**src/design/pstu_pkg.sv**
```systemverilog
// constants, types and helpers shared by the software timer unit
package pstu_pkg;
   localparam int NTIMER      = 128;
   localparam int IDX_W       = 7;
   localparam int CLK_HZ      = 200_000_000;
   localparam int BASE_UNIT_US = 10_000;
   localparam int BASE_TICK_CYC = BASE_UNIT_US * (CLK_HZ / 1_000_000);
   localparam int NBASE       = 4;
   localparam logic [3:0] DECADE_LAST = 4'h9;
   localparam logic [3:0] ADR_CMD  = 4'h0;
   localparam logic [3:0] ADR_ACC1 = 4'h4;
   localparam logic [3:0] ADR_ACC2 = 4'h8;
   localparam logic [3:0] ADR_SCAN = 4'hC;
   localparam int CMD_IDX_LSB = 0;
   localparam int CMD_OP_LSB  = 8;
   localparam int CMD_RLO_BIT = 12;
   localparam int CMD_W       = 13;
   localparam int TW_BCD_MSB  = 11;
   localparam int TW_BASE_LSB = 12;
   localparam logic [9:0] CNT_ONE = 10'h001;

   typedef enum logic [3:0] {
      OP_NOP      = 4'b0000,
      OP_ONE_SHOT = 4'b0001,
      OP_LENGTHEN = 4'b0010,
      OP_ON_DELAY = 4'b0011,
      OP_LATCHED  = 4'b0100,
      OP_OFF_DELAY = 4'b0101,
      OP_RESET    = 4'b0110,
      OP_LOAD_RAW = 4'b0111,
      OP_LOAD_BCD = 4'b1000,
      OP_SCAN     = 4'b1001
   } pstu_op_t;

   typedef enum logic [2:0] {
      MODE_NONE      = 3'b000,
      MODE_ONE_SHOT  = 3'b001,
      MODE_LENGTHEN  = 3'b010,
      MODE_ON_DELAY  = 3'b011,
      MODE_LATCHED   = 3'b100,
      MODE_OFF_DELAY = 3'b101
   } pstu_mode_t;

   typedef enum logic [1:0] {
      ST_INIT = 2'b00,
      ST_IDLE = 2'b01,
      ST_RD   = 2'b10,
      ST_MOD  = 2'b11
   } pstu_fsm_t;

   typedef struct packed {
      logic [9:0] count;
      logic [1:0] base;
      logic [9:0] init_cnt;
      pstu_mode_t mode;
      logic       run;
      logic       done;
      logic       rlo_prev;
      logic       held;
   } pstu_entry_t;

   function automatic logic [9:0] bcd2bin(input logic [11:0] b);
      bcd2bin = 10'({6'h00, b[11:8]} * 10'h064 + {6'h00, b[7:4]} * 10'h00A + {6'h00, b[3:0]});
   endfunction

   function automatic logic [11:0] bin2bcd(input logic [9:0] v);
      logic [9:0] h;
      logic [9:0] t;
      h = v / 10'h064;
      t = (v % 10'h064) / 10'h00A;
      bin2bcd = {h[3:0], t[3:0], 4'((v % 10'h00A))};
   endfunction

   function automatic logic status_of(input pstu_entry_t e);
      logic r;
      r = 1'b0;
      if (!e.held) begin
         unique case (e.mode)
            MODE_NONE:      r = 1'b0;
            MODE_ONE_SHOT:  r = e.run;
            MODE_LENGTHEN:  r = e.run;
            MODE_ON_DELAY:  r = e.done & e.rlo_prev;
            MODE_LATCHED:   r = e.done;
            MODE_OFF_DELAY: r = e.rlo_prev | e.run;
            default:        r = 1'b0;
         endcase
      end
      status_of = r;
   endfunction
endpackage

```
**src/design/pstu_top.sv**
```systemverilog
// software timer bank with accumulators behind an avalon-mm slave
//
// Added by the designer: the Avalon-MM interface to the registers and the register addresses.
`timescale 1ns/1ps
//
// Operation
// - one-shot: rise starts, low clears, running=1
// - lengthened: rise starts, low ignored, running=1
// - on-delay: rise starts, low clears, expired&high
// - latched on-delay: expiry sets status until reset or a new start edge
// - off-delay: fall starts, high holds initial
// - off-delay status: input high or running
// - reset with input high holds initial until the next start
// - status zero when reset-held or never started
// - start operations act on edges only
// - start takes time word from operand register
// - base code selects 10ms,100ms,1s,10s unit
// - decrement once per unit, stop at zero
// - interval may be one unit short
// - start edge while running reloads, restarts
// - timers count independently of command flow
// - raw load puts remaining time into operand
// - scan returns mode-dependent status
// - bcd load converts remaining time to BCD
// - load shifts operand into second accumulator
module pstu_top
   import pstu_pkg::*;
#(
   parameter int unsigned P_TICK_CYC = BASE_TICK_CYC
)(
   input  wire logic        i_clk,
   input  wire logic        i_rst_b,
   input  wire logic [3:0]  i_avs_address,
   input  wire logic        i_avs_read,
   input  wire logic        i_avs_write,
   input  wire logic [31:0] i_avs_writedata,
   input  wire logic [3:0]  i_avs_byteenable,
   output logic [31:0]      o_avs_readdata,
   output logic             o_avs_waitrequest
);
   typedef struct packed {
      pstu_fsm_t        fsm;
      logic [15:0]      acc1;
      logic [15:0]      acc2;
      logic             scan;
      logic [31:0]      rdata;
      logic             rd_ack;
      logic             cmd_ack;
      logic [CMD_W-1:0] cmd;
      logic             is_cmd;
      logic [IDX_W-1:0] ptr;
      logic [IDX_W-1:0] idx;
      logic             sweep;
      logic [NBASE-1:0] mask;
      logic [NBASE-1:0] pend;
      logic [31:0]      pre;
      logic [2:0][3:0]  dec;
   } pstu_state_t;

   pstu_state_t      s;
   pstu_state_t      next_s;
   pstu_entry_t      ent;
   pstu_entry_t      wdata;
   logic             we;
   logic [IDX_W-1:0] waddr;
   logic [NBASE-1:0] ticks;
   logic             cmd_req;
   pstu_op_t         op;
   logic             logic_result_bit;
   logic             rise;
   logic             fall;
   logic [9:0]       tw_cnt;
   logic [1:0]       tw_base;

   pstu_mem u_mem (
      .i_clk   (i_clk),
      .i_rst_b (i_rst_b),
      .i_we    (we),
      .i_waddr (waddr),
      .i_wdata (wdata),
      .i_raddr (s.ptr),
      .o_rdata (ent)
   );

   assign cmd_req           = i_avs_write && (i_avs_address == ADR_CMD);
   assign o_avs_waitrequest = (i_avs_read && !s.rd_ack) || (cmd_req && !s.cmd_ack);
   assign o_avs_readdata    = s.rdata;
   assign op      = pstu_op_t'(s.cmd[CMD_OP_LSB +: 4]);
   assign logic_result_bit     = s.cmd[CMD_RLO_BIT];
   assign rise    = logic_result_bit && !ent.rlo_prev;
   assign fall    = !logic_result_bit && ent.rlo_prev;
   assign tw_cnt  = bcd2bin(s.acc1[TW_BCD_MSB:0]);
   assign tw_base = s.acc1[TW_BASE_LSB +: 2];

   always_comb begin
      pstu_entry_t w;
      w      = ent;
      next_s = s;
      we     = 1'b0;
      waddr  = s.ptr;
      next_s.rd_ack  = 1'b0;
      next_s.cmd_ack = 1'b0;

      // shared prescaler: phase is common to all timers, hence up to one unit short
      ticks[0] = (s.pre == (P_TICK_CYC - 1));
      next_s.pre = ticks[0] ? 32'h0 : s.pre + 32'h1;
      for (int k = 1; k < NBASE; k++) begin
         ticks[k] = ticks[k-1] && (s.dec[k-1] == DECADE_LAST);
         if (ticks[k-1]) begin
            next_s.dec[k-1] = (s.dec[k-1] == DECADE_LAST) ? 4'h0 : s.dec[k-1] + 4'h1;
         end
      end
      next_s.pend = s.pend | ticks;

      // bus side reads and direct operand loads
      if (i_avs_read && !s.rd_ack) begin
         next_s.rd_ack = 1'b1;
         unique case (i_avs_address)
            ADR_CMD:  next_s.rdata = {{(32-CMD_W){1'b0}}, s.cmd};
            ADR_ACC1: next_s.rdata = {16'h0000, s.acc1};
            ADR_ACC2: next_s.rdata = {16'h0000, s.acc2};
            ADR_SCAN: next_s.rdata = {31'h00000000, s.scan};
            default:  next_s.rdata = 32'h00000000;
         endcase
      end
      if (i_avs_write && (i_avs_address == ADR_ACC1)) begin
         next_s.acc2 = s.acc1;
         next_s.acc1[7:0]  = i_avs_byteenable[0] ? i_avs_writedata[7:0]  : s.acc1[7:0];
         next_s.acc1[15:8] = i_avs_byteenable[1] ? i_avs_writedata[15:8] : s.acc1[15:8];
      end

      unique case (s.fsm)
         ST_INIT: begin
            we    = 1'b1;
            waddr = s.idx;
            w     = '0;
            next_s.idx = s.idx + 7'h01;
            if (s.idx == 7'(NTIMER - 1)) begin
               next_s.fsm = ST_IDLE;
            end
         end
         ST_IDLE: begin
            if (cmd_req && !s.cmd_ack) begin
               next_s.cmd    = i_avs_writedata[CMD_W-1:0];
               next_s.ptr    = i_avs_writedata[CMD_IDX_LSB +: IDX_W];
               next_s.is_cmd = 1'b1;
               next_s.fsm    = ST_RD;
            end else if (s.sweep) begin
               next_s.ptr    = s.idx;
               next_s.is_cmd = 1'b0;
               next_s.fsm    = ST_RD;
            end else if (s.pend != '0) begin
               // new ticks in this cycle stay pending, so set wins over clear
               next_s.sweep = 1'b1;
               next_s.mask  = s.pend;
               next_s.pend  = ticks;
               next_s.idx   = '0;
            end
         end
         ST_RD: begin
            next_s.fsm = ST_MOD;
         end
         ST_MOD: begin
            next_s.fsm = ST_IDLE;
            if (!s.is_cmd) begin
               we = 1'b1;
               // background countdown, independent of the command stream
               if (ent.run && s.mask[ent.base]) begin
                  if (ent.count <= CNT_ONE) begin
                     w.count = '0;
                     w.run   = 1'b0;
                     w.done  = 1'b1;
                  end else begin
                     w.count = ent.count - CNT_ONE;
                  end
               end
               next_s.idx = s.idx + 7'h01;
               if (s.idx == 7'(NTIMER - 1)) begin
                  next_s.sweep = 1'b0;
               end
            end else begin
               we = 1'b1;
               next_s.cmd_ack = 1'b1;
               if (op inside {OP_ONE_SHOT, OP_LENGTHEN, OP_ON_DELAY, OP_LATCHED, OP_OFF_DELAY}) begin
                  w.rlo_prev = logic_result_bit;
               end
               unique case (op)
                  OP_ONE_SHOT: begin
                     w.mode = MODE_ONE_SHOT;
                     if (rise) begin
                        w = start_entry(w);
                     end else if (!logic_result_bit) begin
                        w.count = '0;
                        w.run   = 1'b0;
                     end
                  end
                  OP_LENGTHEN: begin
                     w.mode = MODE_LENGTHEN;
                     if (rise) begin
                        w = start_entry(w);
                     end
                  end
                  OP_ON_DELAY: begin
                     w.mode = MODE_ON_DELAY;
                     if (rise) begin
                        w = start_entry(w);
                     end else if (!logic_result_bit) begin
                        w.count = '0;
                        w.run   = 1'b0;
                        w.done  = 1'b0;
                     end
                  end
                  OP_LATCHED: begin
                     w.mode = MODE_LATCHED;
                     if (rise) begin
                        w = start_entry(w);
                     end
                  end
                  OP_OFF_DELAY: begin
                     w.mode = MODE_OFF_DELAY;
                     if (fall) begin
                        w = start_entry(w);
                     end else if (logic_result_bit) begin
                        w = start_entry(w);
                        w.run = 1'b0;
                     end
                  end
                  OP_RESET: begin
                     if (logic_result_bit) begin
                        w.count = ent.init_cnt;
                        w.run   = 1'b0;
                        w.done  = 1'b0;
                        w.held  = 1'b1;
                     end
                  end
                  OP_LOAD_RAW: begin
                     next_s.acc2 = s.acc1;
                     next_s.acc1 = {2'b00, ent.base, 2'b00, ent.count};
                  end
                  OP_LOAD_BCD: begin
                     next_s.acc2 = s.acc1;
                     next_s.acc1 = {2'b00, ent.base, bin2bcd(ent.count)};
                  end
                  OP_SCAN: begin
                     next_s.scan = status_of(ent);
                  end
                  OP_NOP: begin
                     w = ent;
                  end
                  default: begin
                     w = ent;
                  end
               endcase
            end
         end
      endcase
      wdata = w;
   end

   // load the time word and restart the countdown
   function automatic pstu_entry_t start_entry(input pstu_entry_t e);
      pstu_entry_t r;
      r          = e;
      r.count    = tw_cnt;
      r.init_cnt = tw_cnt;
      r.base     = tw_base;
      r.run      = 1'b1;
      r.done     = 1'b0;
      r.held     = 1'b0;
      start_entry = r;
   endfunction

   always_ff @(posedge i_clk or negedge i_rst_b) begin
      if (!i_rst_b) begin
         s     <= '0;
         s.fsm <= ST_INIT;
      end else begin
         s <= next_s;
      end
   end

   logic cmd_mod;
   assign cmd_mod = (s.fsm == ST_MOD) && s.is_cmd;
endmodule

```
**src/design/pstu_mem.sv**
```systemverilog
// timer entry store with registered read data
`timescale 1ns/1ps
module pstu_mem
   import pstu_pkg::*;
(
   input  wire logic              i_clk,
   input  wire logic              i_rst_b,
   input  wire logic              i_we,
   input  wire logic [IDX_W-1:0]  i_waddr,
   input  wire pstu_entry_t       i_wdata,
   input  wire logic [IDX_W-1:0]  i_raddr,
   output pstu_entry_t            o_rdata
);
   pstu_entry_t mem [NTIMER];

   // array itself is not reset; the owner clears it after reset
   always_ff @(posedge i_clk) begin
      if (i_we) begin
         mem[i_waddr] <= i_wdata;
      end
   end

   always_ff @(posedge i_clk or negedge i_rst_b) begin
      if (!i_rst_b) begin
         o_rdata <= '0;
      end else begin
         o_rdata <= mem[i_raddr];
      end
   end
endmodule

```
**config.mk**
```make
export PLATFORM = sky130hd
export DESIGN_NAME = pstu_top
export DESIGN_NICKNAME = d
export VERILOG_FILES = /design/src/design/pstu_pkg.sv /design/src/design/pstu_top.sv /design/src/design/pstu_mem.sv
export SDC_FILE = /design/constraint.sdc
export NUM_CORES = 2
export LEC_CHECK = 0
export ABC_AREA = 1
export BUFFER_PORTS_ARGS = -buffer_cell sky130_fd_sc_hd__buf_4
export CORE_MARGIN = 2
export CORE_UTILIZATION = 55
export CTS_BUF_LIST = sky130_fd_sc_hd__clkbuf_4
export CTS_CLUSTER_DIAMETER = 40
export DETAILED_ROUTE_END_ITERATION = 10
export PLACE_DENSITY_LB_ADDON = 0.08
export RECOVER_POWER = 25
export SYNTH_ARGS = -nofsm -noshare
export SYNTH_HDL_FRONTEND = slang
export SYNTH_HIERARCHICAL = 1
export SYNTH_SLANG_ARGS = --single-unit
```
**constraint.sdc**
```tcl
create_clock -name i_clk -period 28.1 [get_ports i_clk]
set_clock_uncertainty 0.15 [all_clocks]
set_input_delay 1.405 -clock i_clk [delete_from_list [all_inputs] [get_ports i_clk]]
set_output_delay 1.405 -clock i_clk [all_outputs]
set_load 0.01 [all_outputs]
```
==> run metrics <==
cts bufs inserted=approximately 950; core area=288000 um^2; main flop type after synthesis=edfxtp_1; root buffer cell=clkbuf_4; TritonCTS Sinks=a little under 4000; fill count=roughly 23000; Initial Utilization=55.3%; routability cong.=~0.92; Leak Pwr=63.4 nW; clock period minus final worst setup slack=7.71 ns; worst hold path type=in -> reg; layout cell share with drive strength beyond 1=13.2%; cell mode on critical path=clkbuf_1; Setup crit end=s[32]; Worst Max-Slew Pin Slew=between 5 and 6 ns; row count=197; Worst-Skew Late Latency=1.74 ns; Crit Path Category=in -> async; drt first pass iters=9; Reg2Reg Setup Slack=between 20 and 25 ns; final-report setup violation count=0; clock slew at reported path FFs=around 0.06 ns; GRT Overall Usage=31.1%; RSZ-0062 raised after global routing=false; initial antenna violation count=25; startpoint types=input port; Worst Path Arrival=approximately 8.4 ns; multi-input logic area=39800 um^2; Avg WL per Cell=roughly 25 um; routed wire length=approximately 460000 um; Design Area, Final=~180000 um^2; fraction of registers with async set/reset=under 10%; Power, Total=around 20 mW; pre-CTS setup slack=21.61 ns; placed insts=about 17000; CP Max Fanout=95; DRT iter0 DRCs=between 10000 and 15000; Min Hold Slack=between 0.15 and 0.2 ns; cell family with most CP delay=buffers and inverters; mapped cell area=about 160000 um^2; placed cell area=approximately 160000 um^2; antenna viol nets, final=0; die height=roughly 540 um; total gr overflow=0; Worst R2R Path Depth=9; Util after Layout=roughly three fifths; warnings from Yosys=6; Post-CTS Setup Inserts=0; flop and latch count out of synthesis=3875; final net count=between 10000 and 15000; max incr delay on CP=3.69 ns; Max clock buf depth=4; # port buffers=42; register area=116000 um^2; reg-to-reg endpoint=u_mem/mem[49][8]; Final period util=~27%; Buf+Inv Stages, Crit Path=3; Worst Setup SP=i_rst_b; Max-Cap Viols=45; part of the Yosys area used for sequential elements=72.5%; setup TNS=0 ns; Worst setup EP type=asynchronous set/reset pin; hpwl dp=about 240000 um; failing checks=max-capacitance violations, max-slew violations; Max Freq=approximately 0.13 GHz; worst path required time=28.83 ns; post-synthesis cell type count=64; worst relative slew slack=-254%; vias per cell=about 6.0; pin count of the biggest net entering global routing=192; number of synthesized flops with an enable pin=3712; CP Depth=3; Synth Instances=13600; Hold Vio Cnt, Final=0; Cell Pwr Density=approximately 120 nW/um^2; Critical R2R Launch=s[148]; total number of vias=111000; number of global-route vias before repair=between 100k and 150k; CTS tree=yes; H-tree depth=6; DRC Markers=0; width of the die=542 um; final setup margin=roughly 20 ns; synth-to-layout area growth=10.2%; status=finished, violations left; Layout Cells excl Fill=approximately 19000; first-pass GRT wire length=around 680000 um; Worst VDD drop=132 uV; # IOs=77; die area=approximately 290000 um^2; fin. max-slew vios=2147; Max stage delay cell, worst path=clkbuf_1; worst path cell trace=dlygate4sd3_1, clkbuf_1, clkbuf_1; Avg Cell Area, Syn=between 10 and 15 um^2
-- cells by family (layout without fill, tap and decap cells) --
family | count (synthesis) | in the layout | synth area share [%]
other | 1 | 33 | 0.00235
xor gates and xnor gates | 38 | 38 | 0.209
DFF | 3875 | 3875 | 72.5
AOI/OAI and AO/OA | 362 | 362 | 1.32
and+or+nand+nor | 8134 | 8134 | 22.4
muxes | 5 | 5 | 0.0353
adders and majority gates | 40 | 40 | 0.337
buffers and inverters | 1160 | 2258 | 3.28
-- how the worst min path moves through the flow --
stage,end,cells after the start,slack [ns],startpoint
2_1_floorplan,s[12],1,0.28,s[12]
3_3_place_gp,s[12],1,0.30,s[12]
3_5_place_dp,s[8],1,0.31,s[8]
4_1_cts,o_avs_readdata[0],6,0.03,i_avs_address[0]
5_1_grt,o_avs_readdata[0],6,0.19,i_avs_address[0]
6_report,o_avs_readdata[0],6,0.16,i_avs_address[0]
-- cell usage after synthesis, types with 6 or more instances --
master	number	area share, %
nand2_1	4029	9.5
nand3_1	3721	12
edfxtp_1	3712	70
buf_2	564	1.8
nor2_1	242	0.57
inv_1	231	0.54
clkbuf_1	196	0.46
o21ai_0	171	0.54
dfrtp_1	163	2.6
buf_1	100	0.24
a21oi_1	67	0.21
buf_4	37	0.17
nor3_1	37	0.12
ha_1	35	0.27
xor2_1	29	0.16
nand2_2	25	0.098
o211ai_1	25	0.12
nand4_1	22	0.086
o22ai_1	21	0.082
inv_2	19	0.045
a31oi_1	15	0.059
nor4_1	13	0.051
o21ai_1	10	0.031
clkinv_1	9	0.021
xnor2_1	9	0.049
a221oi_1	8	0.044
a22oi_1	8	0.038
nand2_4	7	0.049
o32ai_1	7	0.038
nor2_2	6	0.024
-- repair_timing --
item	4_1_cts	5_1_grt
endpoints found under the hold margin	127	0
hold buffers	22	0
resized for setup	0	0
-- routing by layer --
layer	vias up	global-route usage (%)	part of all wire [%]
met5	-	0	0.012
met4	8	13.6	4.3
met3	869	6.18	10
met2	5476	48.8	46
met1	54500	42.5	40
li1	49900	-	-
-- final cells by class --
cell class	instances	share of cell area (%)
inverter	261	0.589
antenna	17	0.0242
clock buffer	1390	5.94
multi-input combinational	8595	22.6
sequential	3875	65.8
tap	3781	2.69
timing repair buffer	339	1.45
clock inverter	268	0.899
-- cells in the final DEF (no fill, tap or decap), types with 16 or more instances in the layout --
cell,count
a21oi_1,68
buf_4,238
clkbuf_1,63
clkbuf_4,1391
clkinv_1,193
clkinv_2,25
conb_1,16
dfrtp_1,157
diode_2,17
dlygate4sd3_1,22
edfxtp_1,3712
ha_1,35
inv_1,230
inv_6,18
nand2_1,4026
nand2_2,25
nand3_1,3721
nand4_1,24
nor2_1,139
nor2_4,111
nor3_1,39
o211ai_1,25
o21ai_0,164
o22ai_1,17
xor2_1,29
-- tightest hold or removal path, delay by kind of cell --
| kind | cells | cell delay, ns |
|---|---|---|
| AOI/OAI and AO/OA | 2 | 0.28 |
| and+or+nand+nor | 3 | 0.17 |
| buffers and inverters | 1 | 0.08 |
-- flip-flops by register name, indices dropped and copies added, names as in the netlist --
signal / count
o_avs_readdata: 16
u_mem/mem: 3712
u_mem/o_rdata: 29
op: 4
logic_result_bit: 1
s: 113
-- report_power, final --
group          leakage (nW)  switching [mW]  internal, mW
Combinational          20.4            5.86          1.55
Clock                  7.12            2.24          2.34
Sequential             35.9           0.155          8.20
Power figures use the tool's default switching activity.
